--- config.mk ---
export PLATFORM = sky130hd
export DESIGN_NAME = dtc_top
export DESIGN_NICKNAME = d
export VERILOG_FILES = /design/src/inc/dtc_pkg.sv /design/src/hdl/dtc_counter.sv /design/src/hdl/dtc_prescaler.sv /design/src/hdl/dtc_top.sv
export SDC_FILE = /design/constraint.sdc
export NUM_CORES = 1
export LEC_CHECK = 0
export BUFFER_PORTS_ARGS = -buffer_cell sky130_fd_sc_hd__buf_4
export CORE_UTILIZATION = 61
export DETAILED_ROUTE_END_ITERATION = 7
export HOLD_SLACK_MARGIN = 0.02
export PLACE_DENSITY = 0.86
export SKIP_LAST_GASP = 1
export SYNTH_ARGS = -nofsm -noshare
export SYNTH_HDL_FRONTEND = slang
export SYNTH_SLANG_ARGS = --single-unit
--- constraint.sdc ---
create_clock -name clk -period 3.9 [get_ports clk]
set_input_delay 0.975 -clock clk [delete_from_list [all_inputs] [get_ports clk]]
set_output_delay 0.975 -clock clk [all_outputs]
set_load 0.02 [all_outputs]
--- src/inc/dtc_pkg.sv ---
// Package for the dual 8-bit timer with carrier and PWM output.
// Assumes an 8-bit register port with 16-bit addresses and one clock.
package dtc_pkg;

    localparam logic [15:0] ADDR_A_COUNT = 16'hFF50;
    localparam logic [15:0] ADDR_A_CMP = 16'hFF51;
    localparam logic [15:0] ADDR_A_MODE = 16'hFF52;
    localparam logic [15:0] ADDR_B_CMP = 16'hFF53;
    localparam logic [15:0] ADDR_B_COUNT = 16'hFF54;
    localparam logic [15:0] ADDR_B_HWCMP = 16'hFF55;
    localparam logic [15:0] ADDR_B_MODE = 16'hFF56;
    localparam logic [15:0] ADDR_CARRIER = 16'hFF57;

    localparam logic [7:0] RST_BYTE = 8'h00;
    localparam logic [7:0] COUNT_MAX = 8'hFF;
    localparam logic [7:0] MODE_A_MASK = 8'hBE;
    localparam logic [7:0] MODE_B_MASK = 8'hBF;
    localparam logic [7:0] CARRIER_MASK = 8'h07;

    localparam int BIT_ENABLE = 7;
    localparam int BIT_CLK_HI = 5;
    localparam int BIT_CLK_LO = 3;
    localparam int BIT_MODE_HI = 2;
    localparam int BIT_MODE_LO = 1;
    localparam int BIT_OUT_ENABLE = 0;
    localparam int BIT_ACTIVE = 0;
    localparam int BIT_NEXT = 1;
    localparam int BIT_LEVEL_SEL = 2;

    localparam logic [3:0] MODE_DISCRETE = 4'h0;
    localparam logic [3:0] MODE_CASCADE = 4'h5;
    localparam logic [3:0] MODE_CARRIER = 4'h3;
    localparam logic [3:0] MODE_PWM = 4'h2;

    localparam logic [2:0] A_CLK_DIV64 = 3'h0;
    localparam logic [2:0] A_CLK_DIV256 = 3'h1;
    localparam logic [2:0] A_CLK_BMATCH = 3'h2;
    localparam logic [2:0] A_CLK_BOUT = 3'h3;

    localparam logic [2:0] B_CLK_SYS = 3'h0;
    localparam logic [2:0] B_CLK_DIV4 = 3'h1;
    localparam logic [2:0] B_CLK_EXT = 3'h2;
    localparam logic [2:0] B_CLK_EXT2 = 3'h3;
    localparam logic [2:0] B_CLK_EXT4 = 3'h4;
    localparam logic [2:0] B_CLK_EXT8 = 3'h5;

    localparam int SYS_DIV_BITS = 8;
    localparam int EXT_DIV_BITS = 3;
    localparam int TAP_DIV4 = 2;
    localparam int TAP_DIV64 = 6;
    localparam int TAP_DIV256 = 8;

    typedef enum logic [2:0] {
        DTC_DISCRETE,
        DTC_CASCADE,
        DTC_CARRIER,
        DTC_PWM,
        DTC_PROHIBITED
    } dtc_mode_e;

endpackage : dtc_pkg

--- src/hdl/dtc_counter.sv ---
// One 8-bit up-counter with synchronous clear and clear-on-match.
// Assumes tick, clear and matchClr are decided by the enclosing timer.
`timescale 1ns/1ps
module dtc_counter
    import dtc_pkg::*;
(
    input wire logic clk,
    input wire logic srst,
    input wire logic clear,
    input wire logic tick,
    input wire logic matchClr,
    output logic [7:0] count
);

    logic [7:0] count_q;

    // Counting wraps through zero on overflow, so overflow clears too.
    // step and clear
    always_ff @(posedge clk) begin
        if (srst || clear) begin
            count_q <= RST_BYTE;
        end else if (tick) begin
            count_q <= matchClr ? RST_BYTE : count_q + 8'h01;
        end
    end

    assign count = count_q;

endmodule : dtc_counter

--- src/hdl/dtc_prescaler.sv ---
// Binary prescaler: one pulse output per power of two of the input ticks.
// Assumes tickIn is a one-cycle pulse synchronous to clk.
`timescale 1ns/1ps
module dtc_prescaler
    import dtc_pkg::*;
#(
    parameter int WIDTH = 8
) (
    input wire logic clk,
    input wire logic srst,
    input wire logic tickIn,
    output logic [WIDTH:0] tapOut
);

    logic [WIDTH-1:0] div_q;

    always_ff @(posedge clk) begin
        if (srst) begin
            div_q <= '0;
        end else if (tickIn) begin
            div_q <= div_q + 1'b1;
        end
    end

    assign tapOut[0] = tickIn;

    for (genvar i = 1; i <= WIDTH; i++) begin : gTap
        assign tapOut[i] = tickIn && (&div_q[i-1:0]);
    end

endmodule : dtc_prescaler

--- src/hdl/dtc_top.sv ---
// Dual 8-bit timer: discrete, cascade, carrier generator and PWM modes.
// Assumes a synchronous 8-bit register port and a synchronous event pin.
//
// Contract
// - Timer A raises its interrupt when its count equals its compare, outside cascade and PWM modes.
// - Timer B raises its interrupt when its count equals its compare, outside cascade mode.
// - Cascade: B interrupt only on joint match; A interrupt never raised.
// - Cascade chains both counters into one 16-bit timer or event counter.
// - Discrete: both time; only B counts events and drives square wave.
// - Carrier mode emits B's carrier gated in periods set by timer A.
// - PWM mode emits duty set by timer B; timer A offers no PWM.
// - Carrier and PWM: high-width compare sets how long output stays high.
// - Both counts are read-only bytes, reset to zero.
// - Discrete: A clears on reset, enable clear, match and overflow.
// - Discrete: B clears on reset, enable clear, match and overflow.
// - Cascade: both clear on reset, B enable clear, or joint match.
// - Cascade: both clear together on joint overflow.
// - Carrier and PWM: B clears on reset, enable clear, match, overflow.
// - Outside cascade, writing zero to A enable clears counter A and halts it.
// - A mode register resets to zero; bits 6 and 0 read zero.
// - Mode decoded from both mode fields; other codes are prohibited.
// - Cascade: A enable ignored, B enable runs both, A counts B.
// - Carrier: next bit moves to active bit on each timer A match.
// - Timer A clock: /64, /256, B match or B output.
`timescale 1ns/1ps
module dtc_top
    import dtc_pkg::*;
(
    input wire logic clk,
    input wire logic srst,
    input wire logic [15:0] regAddr,
    input wire logic regWrEn,
    input wire logic [7:0] regWrData,
    input wire logic regRdEn,
    output logic [7:0] regRdData,
    input wire logic eventClockInputPin,
    output logic timerOutputPin,
    output logic timerAMatchIrq,
    output logic timerBMatchIrq
);

    ////////////////////////////////////////////////////////////////////////
    // Registers.

    logic [7:0] modeA_q;
    logic [7:0] modeB_q;
    logic [7:0] carrierCtl_q;
    logic [7:0] cmpA_q;
    logic [7:0] cmpB_q;
    logic [7:0] cmpBHigh_q;
    logic [7:0] rdData_q;
    logic [7:0] countA;
    logic [7:0] countB;

    always_ff @(posedge clk) begin
        if (srst) begin
            modeA_q <= RST_BYTE;
            modeB_q <= RST_BYTE;
            carrierCtl_q <= RST_BYTE;
            cmpA_q <= RST_BYTE;
            cmpB_q <= RST_BYTE;
            cmpBHigh_q <= RST_BYTE;
        end else if (regWrEn) begin
            case (regAddr)
                ADDR_A_MODE: modeA_q <= regWrData & MODE_A_MASK;
                ADDR_B_MODE: modeB_q <= regWrData & MODE_B_MASK;
                ADDR_CARRIER: carrierCtl_q <= regWrData & CARRIER_MASK;
                ADDR_A_CMP: cmpA_q <= regWrData;
                ADDR_B_CMP: cmpB_q <= regWrData;
                ADDR_B_HWCMP: cmpBHigh_q <= regWrData;
                default: begin
                end
            endcase
        end
    end

    always_ff @(posedge clk) begin
        if (srst) begin
            rdData_q <= RST_BYTE;
        end else if (regRdEn) begin
            case (regAddr)
                ADDR_A_COUNT: rdData_q <= countA;
                ADDR_B_COUNT: rdData_q <= countB;
                ADDR_A_MODE: rdData_q <= modeA_q;
                ADDR_B_MODE: rdData_q <= modeB_q;
                ADDR_A_CMP: rdData_q <= cmpA_q;
                ADDR_B_CMP: rdData_q <= cmpB_q;
                ADDR_B_HWCMP: rdData_q <= cmpBHigh_q;
                default: rdData_q <= RST_BYTE;
            endcase
        end
    end

    assign regRdData = rdData_q;

    ////////////////////////////////////////////////////////////////////////
    // Mode decode.

    dtc_mode_e mode;
    logic [3:0] modeCode;

    assign modeCode = {modeA_q[BIT_MODE_HI:BIT_MODE_LO],
                       modeB_q[BIT_MODE_HI:BIT_MODE_LO]};

    always_comb begin
        case (modeCode)
            MODE_DISCRETE: mode = DTC_DISCRETE;
            MODE_CASCADE: mode = DTC_CASCADE;
            MODE_CARRIER: mode = DTC_CARRIER;
            MODE_PWM: mode = DTC_PWM;
            default: mode = DTC_PROHIBITED;
        endcase
    end

    logic isCascade;
    logic isWave;
    logic enA;
    logic enB;

    assign isCascade = (mode == DTC_CASCADE);
    assign isWave = (mode == DTC_CARRIER) || (mode == DTC_PWM);
    assign enA = isCascade ? modeB_q[BIT_ENABLE] :
                 (modeA_q[BIT_ENABLE] && (mode != DTC_PROHIBITED));
    assign enB = modeB_q[BIT_ENABLE] && (mode != DTC_PROHIBITED);

    ////////////////////////////////////////////////////////////////////////
    // Count clocks.

    logic evPrev_q;
    logic evEdge;
    logic [SYS_DIV_BITS:0] sysTap;
    logic [EXT_DIV_BITS:0] extTap;

    always_ff @(posedge clk) begin
        if (srst) begin
            evPrev_q <= 1'b0;
        end else begin
            evPrev_q <= eventClockInputPin;
        end
    end

    assign evEdge = eventClockInputPin && !evPrev_q;

    dtc_prescaler #(.WIDTH(SYS_DIV_BITS)) uSysDiv (
        .clk(clk),
        .srst(srst),
        .tickIn(1'b1),
        .tapOut(sysTap)
    );

    dtc_prescaler #(.WIDTH(EXT_DIV_BITS)) uExtDiv (
        .clk(clk),
        .srst(srst),
        .tickIn(evEdge),
        .tapOut(extTap)
    );

    logic tickB;
    logic tickA;
    logic tickASel;
    logic bOut_q;
    logic bOutPrev_q;
    logic eventB;

    always_comb begin
        case (modeB_q[BIT_CLK_HI:BIT_CLK_LO])
            B_CLK_SYS: tickB = enB;
            B_CLK_DIV4: tickB = enB && sysTap[TAP_DIV4];
            B_CLK_EXT: tickB = enB && extTap[0];
            B_CLK_EXT2: tickB = enB && extTap[1];
            B_CLK_EXT4: tickB = enB && extTap[2];
            B_CLK_EXT8: tickB = enB && extTap[3];
            default: tickB = 1'b0;
        endcase
    end

    always_comb begin
        case (modeA_q[BIT_CLK_HI:BIT_CLK_LO])
            A_CLK_DIV64: tickASel = sysTap[TAP_DIV64];
            A_CLK_DIV256: tickASel = sysTap[TAP_DIV256];
            A_CLK_BMATCH: tickASel = eventB;
            A_CLK_BOUT: tickASel = bOut_q && !bOutPrev_q;
            default: tickASel = 1'b0;
        endcase
    end

    assign tickA = isCascade ? (tickB && countB == COUNT_MAX) :
                   (enA && tickASel);

    ////////////////////////////////////////////////////////////////////////
    // Compare and clear.

    logic eqA;
    logic eqB;
    logic highPhase_q;
    logic jointMatch;
    logic clrB;
    logic clrA;
    logic clearBoth;

    assign eqA = (countA == cmpA_q);
    assign eqB = (isWave && highPhase_q) ? (countB == cmpBHigh_q) :
                 (countB == cmpB_q);
    assign jointMatch = eqA && eqB;

    assign clrB = isCascade ? jointMatch : eqB;
    assign clrA = eqA && !isCascade;
    assign clearBoth = isCascade && tickB && jointMatch;
    assign eventB = tickB && clrB;

    dtc_counter uCountA (
        .clk(clk),
        .srst(srst),
        .clear(!enA || clearBoth),
        .tick(tickA),
        .matchClr(clrA),
        .count(countA)
    );

    dtc_counter uCountB (
        .clk(clk),
        .srst(srst),
        .clear(!enB),
        .tick(tickB),
        .matchClr(clrB),
        .count(countB)
    );

    ////////////////////////////////////////////////////////////////////////
    // Output generation.

    logic activeBit_q;
    logic outLevel;

    always_ff @(posedge clk) begin
        if (srst || !enB || !isWave) begin
            highPhase_q <= 1'b0;
        end else if (eventB) begin
            highPhase_q <= !highPhase_q;
        end
    end

    always_ff @(posedge clk) begin
        if (srst || !enB) begin
            bOut_q <= 1'b0;
        end else if (isWave) begin
            bOut_q <= eventB ? !highPhase_q : highPhase_q;
        end else if (eventB) begin
            bOut_q <= !bOut_q;
        end
    end

    always_ff @(posedge clk) begin
        if (srst) begin
            bOutPrev_q <= 1'b0;
        end else begin
            bOutPrev_q <= bOut_q;
        end
    end

    always_ff @(posedge clk) begin
        if (srst) begin
            activeBit_q <= 1'b0;
        end else if (mode == DTC_CARRIER && tickA && eqA) begin
            activeBit_q <= carrierCtl_q[BIT_NEXT];
        end else if (regWrEn && regAddr == ADDR_CARRIER) begin
            activeBit_q <= regWrData[BIT_ACTIVE];
        end
    end

    always_comb begin
        if (mode == DTC_CARRIER) begin
            outLevel = activeBit_q &&
                       (carrierCtl_q[BIT_LEVEL_SEL] || bOut_q);
        end else begin
            outLevel = bOut_q;
        end
    end

    always_ff @(posedge clk) begin
        if (srst) begin
            timerOutputPin <= 1'b0;
        end else begin
            timerOutputPin <= modeB_q[BIT_OUT_ENABLE] && outLevel;
        end
    end

    ////////////////////////////////////////////////////////////////////////
    // Interrupt requests.

    logic matchAPrev_q;
    logic matchBPrev_q;
    logic irqACause;
    logic irqBCause;

    assign irqBCause = isCascade ? jointMatch : eqB;
    assign irqACause = eqA && !isCascade && (mode != DTC_PWM);

    always_ff @(posedge clk) begin
        if (srst) begin
            matchAPrev_q <= 1'b0;
            matchBPrev_q <= 1'b0;
        end else begin
            matchAPrev_q <= irqACause && enA;
            matchBPrev_q <= irqBCause && enB;
        end
    end

    always_ff @(posedge clk) begin
        if (srst) begin
            timerAMatchIrq <= 1'b0;
            timerBMatchIrq <= 1'b0;
        end else begin
            timerAMatchIrq <= irqACause && enA && !matchAPrev_q;
            timerBMatchIrq <= irqBCause && enB && !matchBPrev_q;
        end
    end

endmodule : dtc_top

# After elaboration in Yosys (flattened, before gate mapping)
# Index checks and enable logic that the tools add are counted.
[word_totals] register_bits=85 inputBits=29 output_inout_bits=11 wordCells=131
[op_classes] n_addsub=4 eq_ne=28 n_mux=16 reduce_logical=62
[op_table] cell="== test 16 bit (second input constant)" count=8
[op_table] cell="one-hot mux 8 bit (7 select lines)" count=1
[op_table] cell="logical AND 1 bit" count=30
[op_table] cell="adder 8 x 1 -> 8 bit (second input constant)" count=3
[op_table] cell="== test 8 bit" count=3
[op_table] cell="== test 3 x 2 -> 1 bit (second input constant)" count=6
[op_table] cell="two-way mux 8 bit" count=2
[op_table] cell="AND reduction 2 bit" count=8
[op_table] cell="one-hot mux 3 bit (4 select lines)" count=1
[op_table] cell="zero test 1 bit" count=10
[op_table] cell="two-way mux 1 bit" count=10
[op_table] cell="== test 3 x 1 -> 1 bit (second input constant)" count=3
[op_table] cell="== test 4 x 2 -> 1 bit (second input constant)" count=2
[op_table] cell="== test 8 bit (second input constant)" count=1
[op_table] cell="AND reduction 8 bit" count=1
[op_table] cell="== test 3 bit (second input constant)" count=2
[op_table] cell="zero test 3 bit" count=2
[op_table] cell="logical OR 1 bit" count=6
[op_table] cell="one-hot mux 1 bit (6 select lines)" count=1
[op_table] cell="AND reduction 6 bit" count=1
[op_table] cell="== test 4 x 3 -> 1 bit (second input constant)" count=1
[op_table] cell="zero test 4 bit" count=1
[op_table] cell="one-hot mux 1 bit (4 select lines)" count=1
[op_table] cell="nonzero test 2 bit" count=2
[op_table] cell="4 further kinds" count=4

# Logic depth before layout (Yosys ltp)
# Gate-level depths: netlist of the first run.
[depth] word_depth=15 depth_mapped=9 ltp_nobuf=8

# Modules after synthesis
# Synthesis of the first run repeated with hierarchy kept, for this count alone.
[hier_totals] hier_cells=514 hier_area_um2=4425.5
[modules_own_cells] mod="dtc_top" n_inst=1 cells_per_inst=366 area_per_inst_um2=3096.7 seq_area_each_um2=1141.1
[modules_own_cells] mod="dtc_counter" n_inst=2 cells_per_inst=40 area_per_inst_um2=365.4 seq_area_each_um2=160.2
[modules_own_cells] mod="dtc_prescaler (uSysDiv)" n_inst=1 cells_per_inst=52 area_per_inst_um2=437.9 seq_area_each_um2=160.2
[modules_own_cells] mod="dtc_prescaler (uExtDiv)" n_inst=1 cells_per_inst=16 area_per_inst_um2=160.2 seq_area_each_um2=60.1

# Least setup slack after synthesis of the first run
# No wires, ideal clock.
[synth_timing] path_kind="input-to-reg" startpoint="in regAddr[3]" endpoint="reg cmpB_q[7]" setup_time_ps=128 arrival_time_ps=2824 required_ps=3772 setup_slack_ps=949 path_stages=7 path_buffers=1 path_cell_list="or4b_2 -> nor4_4 -> and4b_1 -> and2_1 -> buf_4 -> mux2i_1 -> nor2_1"
[synth_via] elab_chain_len=2
[synth_rtl] item="start, declared" line_no="dtc_top.sv:31" text="input wire logic [15:0] regAddr,"
[synth_rtl] item="== test 16 bit" line_no="dtc_top.sv:64" text="case (regAddr)"
[synth_rtl] item="AND reduction 2 bit (no source line)"
[synth_rtl] item="end signal, assigned" line_no="dtc_top.sv:69" text="ADDR_B_CMP: cmpB_q <= regWrData;"
[synth_rtl] item="end, declared" line_no="dtc_top.sv:49" text="logic [7:0] cmpB_q;"
# No other way between the ends.
# A chain may end at the register's enable or synchronous reset.

# Worst setup path after layout of the first run
[layout_timing] startpoint="in regAddr[3]" endpoint="reg cmpB_q[5]"
# Same word-level chain as after synthesis.

==> run summary, run 1 <==
Worst Hold Launch - matchAPrev_q
synthesis-stage register bit count - 84
Clk Tree Root Cell - clkbuf_8
initial antenna violation count - 0
Top Metal Used - met4
H-tree Lvls - 3
Die ar. - 7950 um^2
final wirelength - 12.1 mm
Pwr Density - 302 nW/um^2
synthesized net count - 567
CTS max path bufs - 2
max cap viols - 0
NumNets Final - 584
met1 WL - 5.10 mm
CTS Buf Count - 9
Resized Gates After CTS - 0
synthesized area - 4630 um^2
Final GP Congestion - 0.935
Routed wire per std cell - 18.6 um
GRT Total Usage - 33.1%
Synth warnings - 0
1st-pass router iterations - 7
top_reg_cell synth - dfxtp_1
crit start category - primary input
sequential share of the synthesized area - 36.3%
setup bufs post-CTS - 0
Power Total - 1.53 mW
nature of the critical path endpoint - flop
Antenna Nets Post-Route - 0
routed wl met2 - 5.82 mm
FMAX - 0.322 GHz
port bufs - 39
hold slack - 0.393 ns
Fin. Hold Viols - 0
Worst-Skew Late Latency - 0.36 ns
DR vias - 4193
Worst Setup SP - regAddr[3]
Fin Clk Skew - 0.0148 ns
number of global-route vias before repair - 3955
Worst R2R Start - modeB_q[1]
worst hold path class - reg -> reg
number of diodes - 0
setup ws final - 0.793 ns
slew of the pin with the lowest slew margin - 0.729 ns
Die Wd - 89.1 um
dpl hpwl - 8.94 mm
clock transition at the registers of the reported paths - 0.09 ns
Post-synth ARST share - 0%
Leakage - 1.68 nW
Final min period - 3.11 ns
CTS tree - yes
Slew Limit Fails - 0
first-pass GRT wire length - 19.6 mm
DR vias/cell - 6.41
crit path DAT - 3.33 ns
# rows - 31
Crit path required time - 4.12 ns
residual DRC count - 0
average size of a mapped cell - 8.69 um^2
Setup Viol. Count Final - 0
Layout area overhead - 9.56%
share of layout cells above drive strength 1 - 14.6%
RSZ-0062 raised after global routing - false
status - finished clean
CTS Hold Bufs - 0
Starting Density - 63.5%
CP Class - in -> reg
Die Y - 89.1 um
# IOs - 40
unique cell type count in the Yosys netlist - 68
maximum VDD drop - 0.248 mV
critical path peak fanout - 10
core area - 7290 um^2
DR WL met3 - 864 um
DRT iter0 DRCs - 400
Slew Limit Headroom - 51.3%
Final period util - 79.7%
EDFF count, synth - 0
Num Clock Sinks - 84
Setup TNS - 0 ns
DP Worst Slack - 0.457 ns
largest net degree at the start of global routing - 67
synthesized instance count - 533
Congestion Overflow GR - 0
[synth_stat cells (9+ instances only)]
| master | n | share of area (%) |
|---|---|---|
| clkbuf_1 | 19 | 1.5 |
| nand2_1 | 61 | 4.9 |
| xnor2_1 | 25 | 4.7 |
| mux2i_1 | 31 | 6.7 |
| nor2_1 | 49 | 4.0 |
| nand3_1 | 26 | 2.8 |
| nor2b_1 | 14 | 1.9 |
| nor3_1 | 9 | 0.97 |
| a21oi_1 | 37 | 4.0 |
| inv_1 | 9 | 0.73 |
| o2111ai_1 | 10 | 1.9 |
| dfxtp_1 | 84 | 36 |
| nand2b_1 | 14 | 1.9 |
[path summary, 6_finish.rpt]
check | to | slack (ns) | depth (start not counted)
setup / recovery | cmpB_q[5] | 0.79 | 7
setup reg to reg | activeBit_q | 1.00 | 6
hold reg to reg | timerAMatchIrq | 0.39 | 1
hold / removal | timerAMatchIrq | 0.39 | 1
[where the power goes]
group	switching (mW)	leakage, nW	internal (mW)
clock network	0.329	0.0832	0.253
registers	0.00435	0.677	0.862
logic	0.0488	0.918	0.0344
total	0.382	1.68	1.15
[layer usage]
metal / global-route usage [%] / vias up
met3: 6.65 / 42
met2: 54.5 / 193
li1: - / 1960
met4: 14.4 / 0
met1: 42.2 / 1998
met5: 0 / -
[cell usage in the layout (no fill, tap or decap), types with 6 or more instances in the layout]
cell	count
nor2_1	49
o2111ai_1	10
nand2b_1	14
a21oi_1	37
clkbuf_8	10
a211oi_1	6
mux2i_1	31
inv_1	9
o21ai_0	8
and2_1	6
mux2_2	6
nor2b_1	14
nand4_1	8
nand2_1	61
o211ai_1	6
nor3_1	9
nand3_1	26
xor2_1	8
xnor2_1	25
buf_4	39
dfxtp_1	84
[per-stage QoR]
stage	util, %	cells	cell area, um^2
floorplan	-	533	4630
global placement	67.2	638	4900
detailed placement	67.2	638	4900
CTS	69.6	654	5070
global route	69.6	654	5070
finish	69.6	654	5070
[registers in the layout, summed over array words and instances (netlist names), 2 cells and up]
signal	count
cmpA_q	8
uSysDiv.div_q	8
uCountB.count	8
modeB_q	7
modeA_q	6
cmpB_q	8
regRdData	8
uExtDiv.div_q	3
cmpBHigh_q	8
uCountA.count	8
carrierCtl_q	2
[final cells by class]
cell class                 count  area [um^2]
inverter                       9         33.8
timing repair buffer          39          293
sequential                    84         1680
multi-input combinational    407         2770
fill                         598         2220
tap                           99          124
clock buffer                  12          145
clock inverter                 4         32.5
[logic make-up after synthesis]
family	share of synthesized area, %
muxes	9.62
and+or+nand+nor	24.9
DFF	36.3
buffers and inverters	4.00
adders and majority gates	1.35
xor gates and xnor gates	6.24
AOI/OAI and AO/OA	17.6
[critical path: stages]
cell and delay [ns]:
buf_4 0.11, or4b_2 0.70, nor4_4 0.37, and4b_1 0.39, and2_1 0.46, mux2i_1 0.26
nor2_1 0.06
Note: power is estimated with default switching activity, not from simulation.
==> run 2: changes to the inputs <==
--- a/config.mk
+++ b/config.mk
@@ -6,10 +6,10 @@
 export NUM_CORES = 1
 export LEC_CHECK = 0
 export BUFFER_PORTS_ARGS = -buffer_cell sky130_fd_sc_hd__buf_4
-export CORE_UTILIZATION = 61
+export CORE_UTILIZATION = 60
 export DETAILED_ROUTE_END_ITERATION = 7
 export HOLD_SLACK_MARGIN = 0.02
-export PLACE_DENSITY = 0.86
+export PLACE_DENSITY = 0.85
 export SKIP_LAST_GASP = 1
 export SYNTH_ARGS = -nofsm -noshare
 export SYNTH_HDL_FRONTEND = slang
==> constraint.sdc (replaced) <==
create_clock -name clk -period 3 [get_ports clk]
set_input_delay 0.75 -clock clk [delete_from_list [all_inputs] [get_ports clk]]
set_output_delay 0.75 -clock clk [all_outputs]
set_load 0.02 [all_outputs]
==> run summary, run 2 (synthesis gave the netlist of run 1 again) <==
number of global-route vias before repair - 4068 (+2.9%)
Num Clock Sinks - 84 (unchanged)
Worst R2R Start - uExtDiv.div_q[0]
Die ar. - 8070 um^2 (+1.6%)
1st-pass router iterations - 6 (-1)
setup bufs post-CTS - 0 (unchanged)
Worst Hold Launch - matchAPrev_q
CTS tree - yes
CTS Buf Count - 9 (unchanged)
DP Worst Slack - 0.106 ns (-0.351 ns)
hold depth - 1 (unchanged)
core area - 7370 um^2 (+1.1%)
Crit path required time - 3.22 ns (-0.90 ns)
R2R setup slack - 0.31 ns (-0.69 ns)
dpl hpwl - 9.10 mm (+1.9%)
Fin. Hold Viols - 0 (unchanged)
Resized Gates After CTS - 0 (unchanged)
port bufs - 39 (unchanged)
max cap viols - 0 (unchanged)
Setup TNS - 0 ns (unchanged)
RSZ-0062 raised after global routing - false
Pwr Density - 422 nW/um^2 (+40%)
worst hold path class - reg -> reg
Setup Viol. Count Final - 0 (unchanged)
most frequent cells in the layout - dfxtp_1, nand2_1, buf_4, nor2_1, a21oi_1
Finished Core Util - 71.2% (+1.6 points)
clock transition at the registers of the reported paths - 0.09 ns (about the same)
first-pass GRT wire length - 20.7 mm (+5.5%)
Placed Instances - 653 (+2.4%)
# rows - 31 (unchanged)
critical path peak fanout - 7 (-3)
Clk Tree Root Cell - clkbuf_8
FMAX - 0.372 GHz
CTS max path bufs - 2 (unchanged)
H-tree Lvls - 3 (unchanged)
CP Class - reg -> reg
GRT Total Usage - 32.1% (-0.99 points)
hold slack - 0.399 ns (+0.00592 ns)
initial antenna violation count - 0 (unchanged)
share of layout cells above drive strength 1 - 17.0% (+2.5 points)
reg2reg path depth - 8 (+2)
setup ws final - 0.310 ns (-0.483 ns)
maximum VDD drop - 0.431 mV (+74%)
number of diodes - 0 (unchanged)
CTS Hold Bufs - 0 (unchanged)
Layout area overhead - 13.3%
Die Wd - 89.9 um (+0.81%)
DRT iter0 DRCs - 474 (+19%)
Final period util - 89.7%
capturing point of the worst reg2reg path - activeBit_q
Slew Limit Fails - 0 (unchanged)
DR vias/cell - 6.50 (+1.5%)
# IOs - 40 (unchanged)
nature of the critical path endpoint - flop
Routed wire per std cell - 18.9 um (+1.7%)
Worst-Skew Late Latency - 0.36 ns (about the same)
Fin Clk Skew - 0.00517 ns (-0.00960 ns)
DR vias - 4345 (+3.6%)
Die Y - 89.9 um (+0.81%)
Congestion Overflow GR - 0 (unchanged)
Antenna Nets Post-Route - 0 (unchanged)
Leakage - 1.79 nW (+6.8%)
crit path DAT - 2.91 ns (-0.42 ns)
final wirelength - 12.6 mm (+3.9%)
NumNets Final - 599 (+2.6%)
Hold Path Sink - timerAMatchIrq
count of non-filler cells in the finished layout - 668 (+2.1%)
Slew Limit Headroom - 48.4% (-2.9 points)
commonest non-fill, non-tap cell in the layout - dfxtp_1
slew of the pin with the lowest slew margin - 0.755 ns (+0.0259 ns)
residual DRC count - 0 (unchanged)
Starting Density - 62.9% (-0.67 points)
Final min period - 2.69 ns
crit start category - flop
Final GP Congestion - 0.910 (-2.7%)
status - finished clean
largest net degree at the start of global routing - 67 (unchanged)
==> run 2: power by group <==
group | switching, mW | internal, mW | leakage [nW]
clock network | 0.425 | 0.551 | 0.120
registers | 0.00554 | 1.12 | 0.677
logic | 0.0651 | 0.0456 | 0.997
==> run 2: worst max path at each step <==
stage / from / to / slack [ns] / depth (start not counted)
floorplan: regAddr[3] / cmpB_q[7] / 0.27 / 7
global placement: eventClockInputPin / activeBit_q / 0.26 / 7
detailed placement: regAddr[3] / cmpA_q[5] / 0.11 / 8
CTS: uExtDiv.div_q[0] / uCountA.count[6] / 0.36 / 9
global route: uExtDiv.div_q[0] / activeBit_q / 0.03 / 8
finish: uExtDiv.div_q[0] / activeBit_q / 0.31 / 8
==> run 2: area by class of cell <==
cell class	instances	area, um^2
Clock buffer	9	124
Fill cell	562	2120
Tap cell	99	124
Multi-Input combinational cell	407	2770
Sequential cell	84	1680
Timing Repair Buffer	54	405
Clock inverter	6	113
Inverter	9	33.8
==> run 2: stage by stage <==
step           area (um^2)  total power [mW]
6_report              5250              2.21
4_1_cts               5250              2.22
2_1_floorplan         4630              1.21
3_3_place_gp          5010              1.26
3_5_place_dp          5010              1.26
5_1_grt               5250              2.26
==> run 2: metal layers <==
metal / vias to the layer above / part of all wire (%) / global-route usage, %
met5: - / 0 / 0
met4: 0 / 3.8 / 14.0
met3: 51 / 8.7 / 5.25
met2: 252 / 47 / 51.6
met1: 2051 / 40 / 42.7
li1: 1991 / - / -
==> run 2: worst max-delay path, stage by stage, from the launching register on <==
cell       delay (ns)
dfxtp_1          0.39
ha_1             0.19
ha_1             0.14
mux2i_1          0.09
o32a_4           0.25
a2111oi_0        0.60
o2111ai_1        0.31
a2111oi_0        0.49
a211oi_1         0.09
==> run 3: changes to the inputs <==
--- a/config.mk
+++ b/config.mk
@@ -6,10 +6,10 @@
 export NUM_CORES = 1
 export LEC_CHECK = 0
 export BUFFER_PORTS_ARGS = -buffer_cell sky130_fd_sc_hd__buf_4
-export CORE_UTILIZATION = 60
+export CORE_UTILIZATION = 30
 export DETAILED_ROUTE_END_ITERATION = 7
 export HOLD_SLACK_MARGIN = 0.02
-export PLACE_DENSITY = 0.85
+export PLACE_DENSITY = 0.51
 export SKIP_LAST_GASP = 1
 export SYNTH_ARGS = -nofsm -noshare
 export SYNTH_HDL_FRONTEND = slang
==> run summary, run 3 (synthesis gave the netlist of run 1 again) <==
Worst R2R Start - modeB_q[1]
Setup TNS - 0 ns (unchanged)
NumNets Final - 603 (+0.67%)
initial antenna violation count - 0 (unchanged)
Sw Pwr - 518 uW (+4.4%)
CP top delay family - compound AO/OA/AOI/OAI gates
crit start category - flop
register area - 1680 um^2 (unchanged)
clock network fraction of design power - 50.8% (+6.7 points)
final wirelength - 13.7 mm (+8.5%)
Setup Viol. Count Final - 0 (unchanged)
FMAX - 0.362 GHz (-2.6%)
Starting Density - 30.6% (-32 points)
number of global-route vias before repair - 4024 (-1.1%)
nature of the critical path endpoint - flop
Sw Share - 20.6% (-1.8 points)
CTS max path bufs - 2 (unchanged)
setup bufs post-CTS - 0 (unchanged)
Die Y - 126 um (+41%)
CP Class - reg -> reg
Final period util - 92.1% (+2.4 points)
dpl hpwl - 10.1 mm (+11%)
slowest CP cell - dfxtp_1
clock transition at the registers of the reported paths - 0.06 ns (-0.03 ns)
Fin. Hold Viols - 0 (unchanged)
status - finished clean
CTS Buf Count - 9 (unchanged)
Antenna Nets Post-Route - 0 (unchanged)
Routed wire per std cell - 18.0 um (-4.7%)
Final GP Congestion - 0.871 (-4.3%)
Fillers - 1514 (+170%)
crit path DAT - 3.04 ns (+0.13 ns)
CP peak stage delay - 0.59 ns (about the same)
Comb pwr share - 4.4% (-0.6 points)
largest net degree at the start of global routing - 67 (unchanged)
Worst Setup SP - modeB_q[1]
most frequent cells in the layout - dfxtp_1, nand2_1, buf_4, nor2_1, a21oi_1
Fin Clk Skew - 0.00616 ns (+0.000985 ns)
# IOs - 40 (unchanged)
GRT Total Usage - 18.0% (-14 points)
critical path peak fanout - 9 (+2)
CTS Hold Bufs - 0 (unchanged)
crit path cell chain - nand2b_1 -> xnor2_1 -> a2111oi_0 -> o2111ai_1 -> buf_4 -> a21oi_1 -> mux2i_1
H-tree Lvls - 3 (unchanged)
first-pass GRT wire length - 21.9 mm (+6.1%)
Die Wd - 126 um (+41%)
1st-pass router iterations - 5 (-1)
number of diodes - 0 (unchanged)
capturing point of the worst reg2reg path - uCountA.count[7]
Power Total - 2.52 mW (+14%)
Crit path required time - 3.27 ns (+0.05 ns)
Final Cell Area - 5490 um^2 (+4.7%)
sequential power share - 44.8% (-6.1 points)
Leakage - 1.86 nW (+3.4%)
Num Clock Sinks - 84 (unchanged)
Pint - 2.00 mW (+16%)
Pwr Density - 458 nW/um^2 (+8.6%)
Die ar. - 15900 um^2 (+97%)
# rows - 45 (+45%)
core area - 15100 um^2 (+110%)
WP depth - 7 (-1)
Resized Gates After CTS - 0 (unchanged)
port bufs - 39 (unchanged)
multi-input logic area - 2770 um^2 (unchanged)
RSZ-0062 raised after global routing - false
R2R setup slack - 0.24 ns (-0.07 ns)
CTS tree - yes
Area after DPL - 5150 um^2 (+2.8%)
DRT iter0 DRCs - 313 (-34%)
Congestion Overflow GR - 0 (unchanged)
max cap viols - 0 (unchanged)
worst hold path class - reg -> reg
maximum VDD drop - 0.275 mV (-36%)
Slew Limit Fails - 0 (unchanged)
reg2reg path depth - 7 (-1)
Slew Limit Headroom - 50.6% (+2.3 points)
crit path buf inv count - 1 (+1)
DR vias - 4144 (-4.6%)
share of layout cells above drive strength 1 - 17.5% (+0.40 points)
commonest non-fill, non-tap cell in the layout - dfxtp_1
CP endpoint - uCountA.count[7]
Final min period - 2.76 ns (+0.0717 ns)
DR vias/cell - 5.45 (-16%)
Clk Tree Root Cell - clkbuf_16
Worst-Skew Late Latency - 0.35 ns (about the same)
residual DRC count - 0 (unchanged)
Layout area overhead - 18.6%
slew of the pin with the lowest slew margin - 0.740 ns (-0.0146 ns)
run 3: worst min path at each step:
stage / startpoint / to / slack [ns] / cells past startpoint
final: matchAPrev_q / timerAMatchIrq / 0.38 / 1
after global routing: matchAPrev_q / timerAMatchIrq / 0.41 / 1
after CTS: matchAPrev_q / timerAMatchIrq / 0.38 / 1
after detailed placement: matchAPrev_q / timerAMatchIrq / 0.38 / 1
after global placement: matchAPrev_q / timerAMatchIrq / 0.38 / 1
after floorplan: matchAPrev_q / timerAMatchIrq / 0.37 / 1
run 3: per-layer routing:
metal	vias to the layer above	GRT usage [%]	share of wire, %
li1	2006	-	-
met4	0	9.07	2.7
met3	26	2.51	3.9
met1	1987	22.4	45
met5	-	0	0
met2	125	30.3	49
run 3: power by group through the flow:
stage | clock [mW] | combinational [mW] | sequential (mW)
6_report | 1.28 | 0.111 | 1.13
5_1_grt | 1.36 | 0.118 | 1.13
4_1_cts | 1.31 | 0.111 | 1.13
3_5_place_dp | 0 | 0.111 | 1.15
3_3_place_gp | 0 | 0.109 | 1.15
2_1_floorplan | 0 | 0.0548 | 1.15
run 3: cell type report:
type	count	share of cell area (%)
flip-flops and latches	84	30.6
multi-input cells	407	50.4
inverters	9	0.615
clock buffers	11	4.42
clock inverters	4	1.78
repair buffers	58	7.93
well taps	188	4.28
run 3: per-stage QoR:
stage | util, % | std cells | setup slack, ns | hold slack, ns
after global routing | 36.3 | 761 | 0.0405 | 0.407
after detailed placement | 34.0 | 746 | 0.0852 | 0.378
after global placement | 34.0 | 746 | 0.146 | 0.378
final | 36.3 | 761 | 0.238 | 0.379
after floorplan | - | 533 | 0.274 | 0.367
after CTS | 36.3 | 761 | 0.318 | 0.383
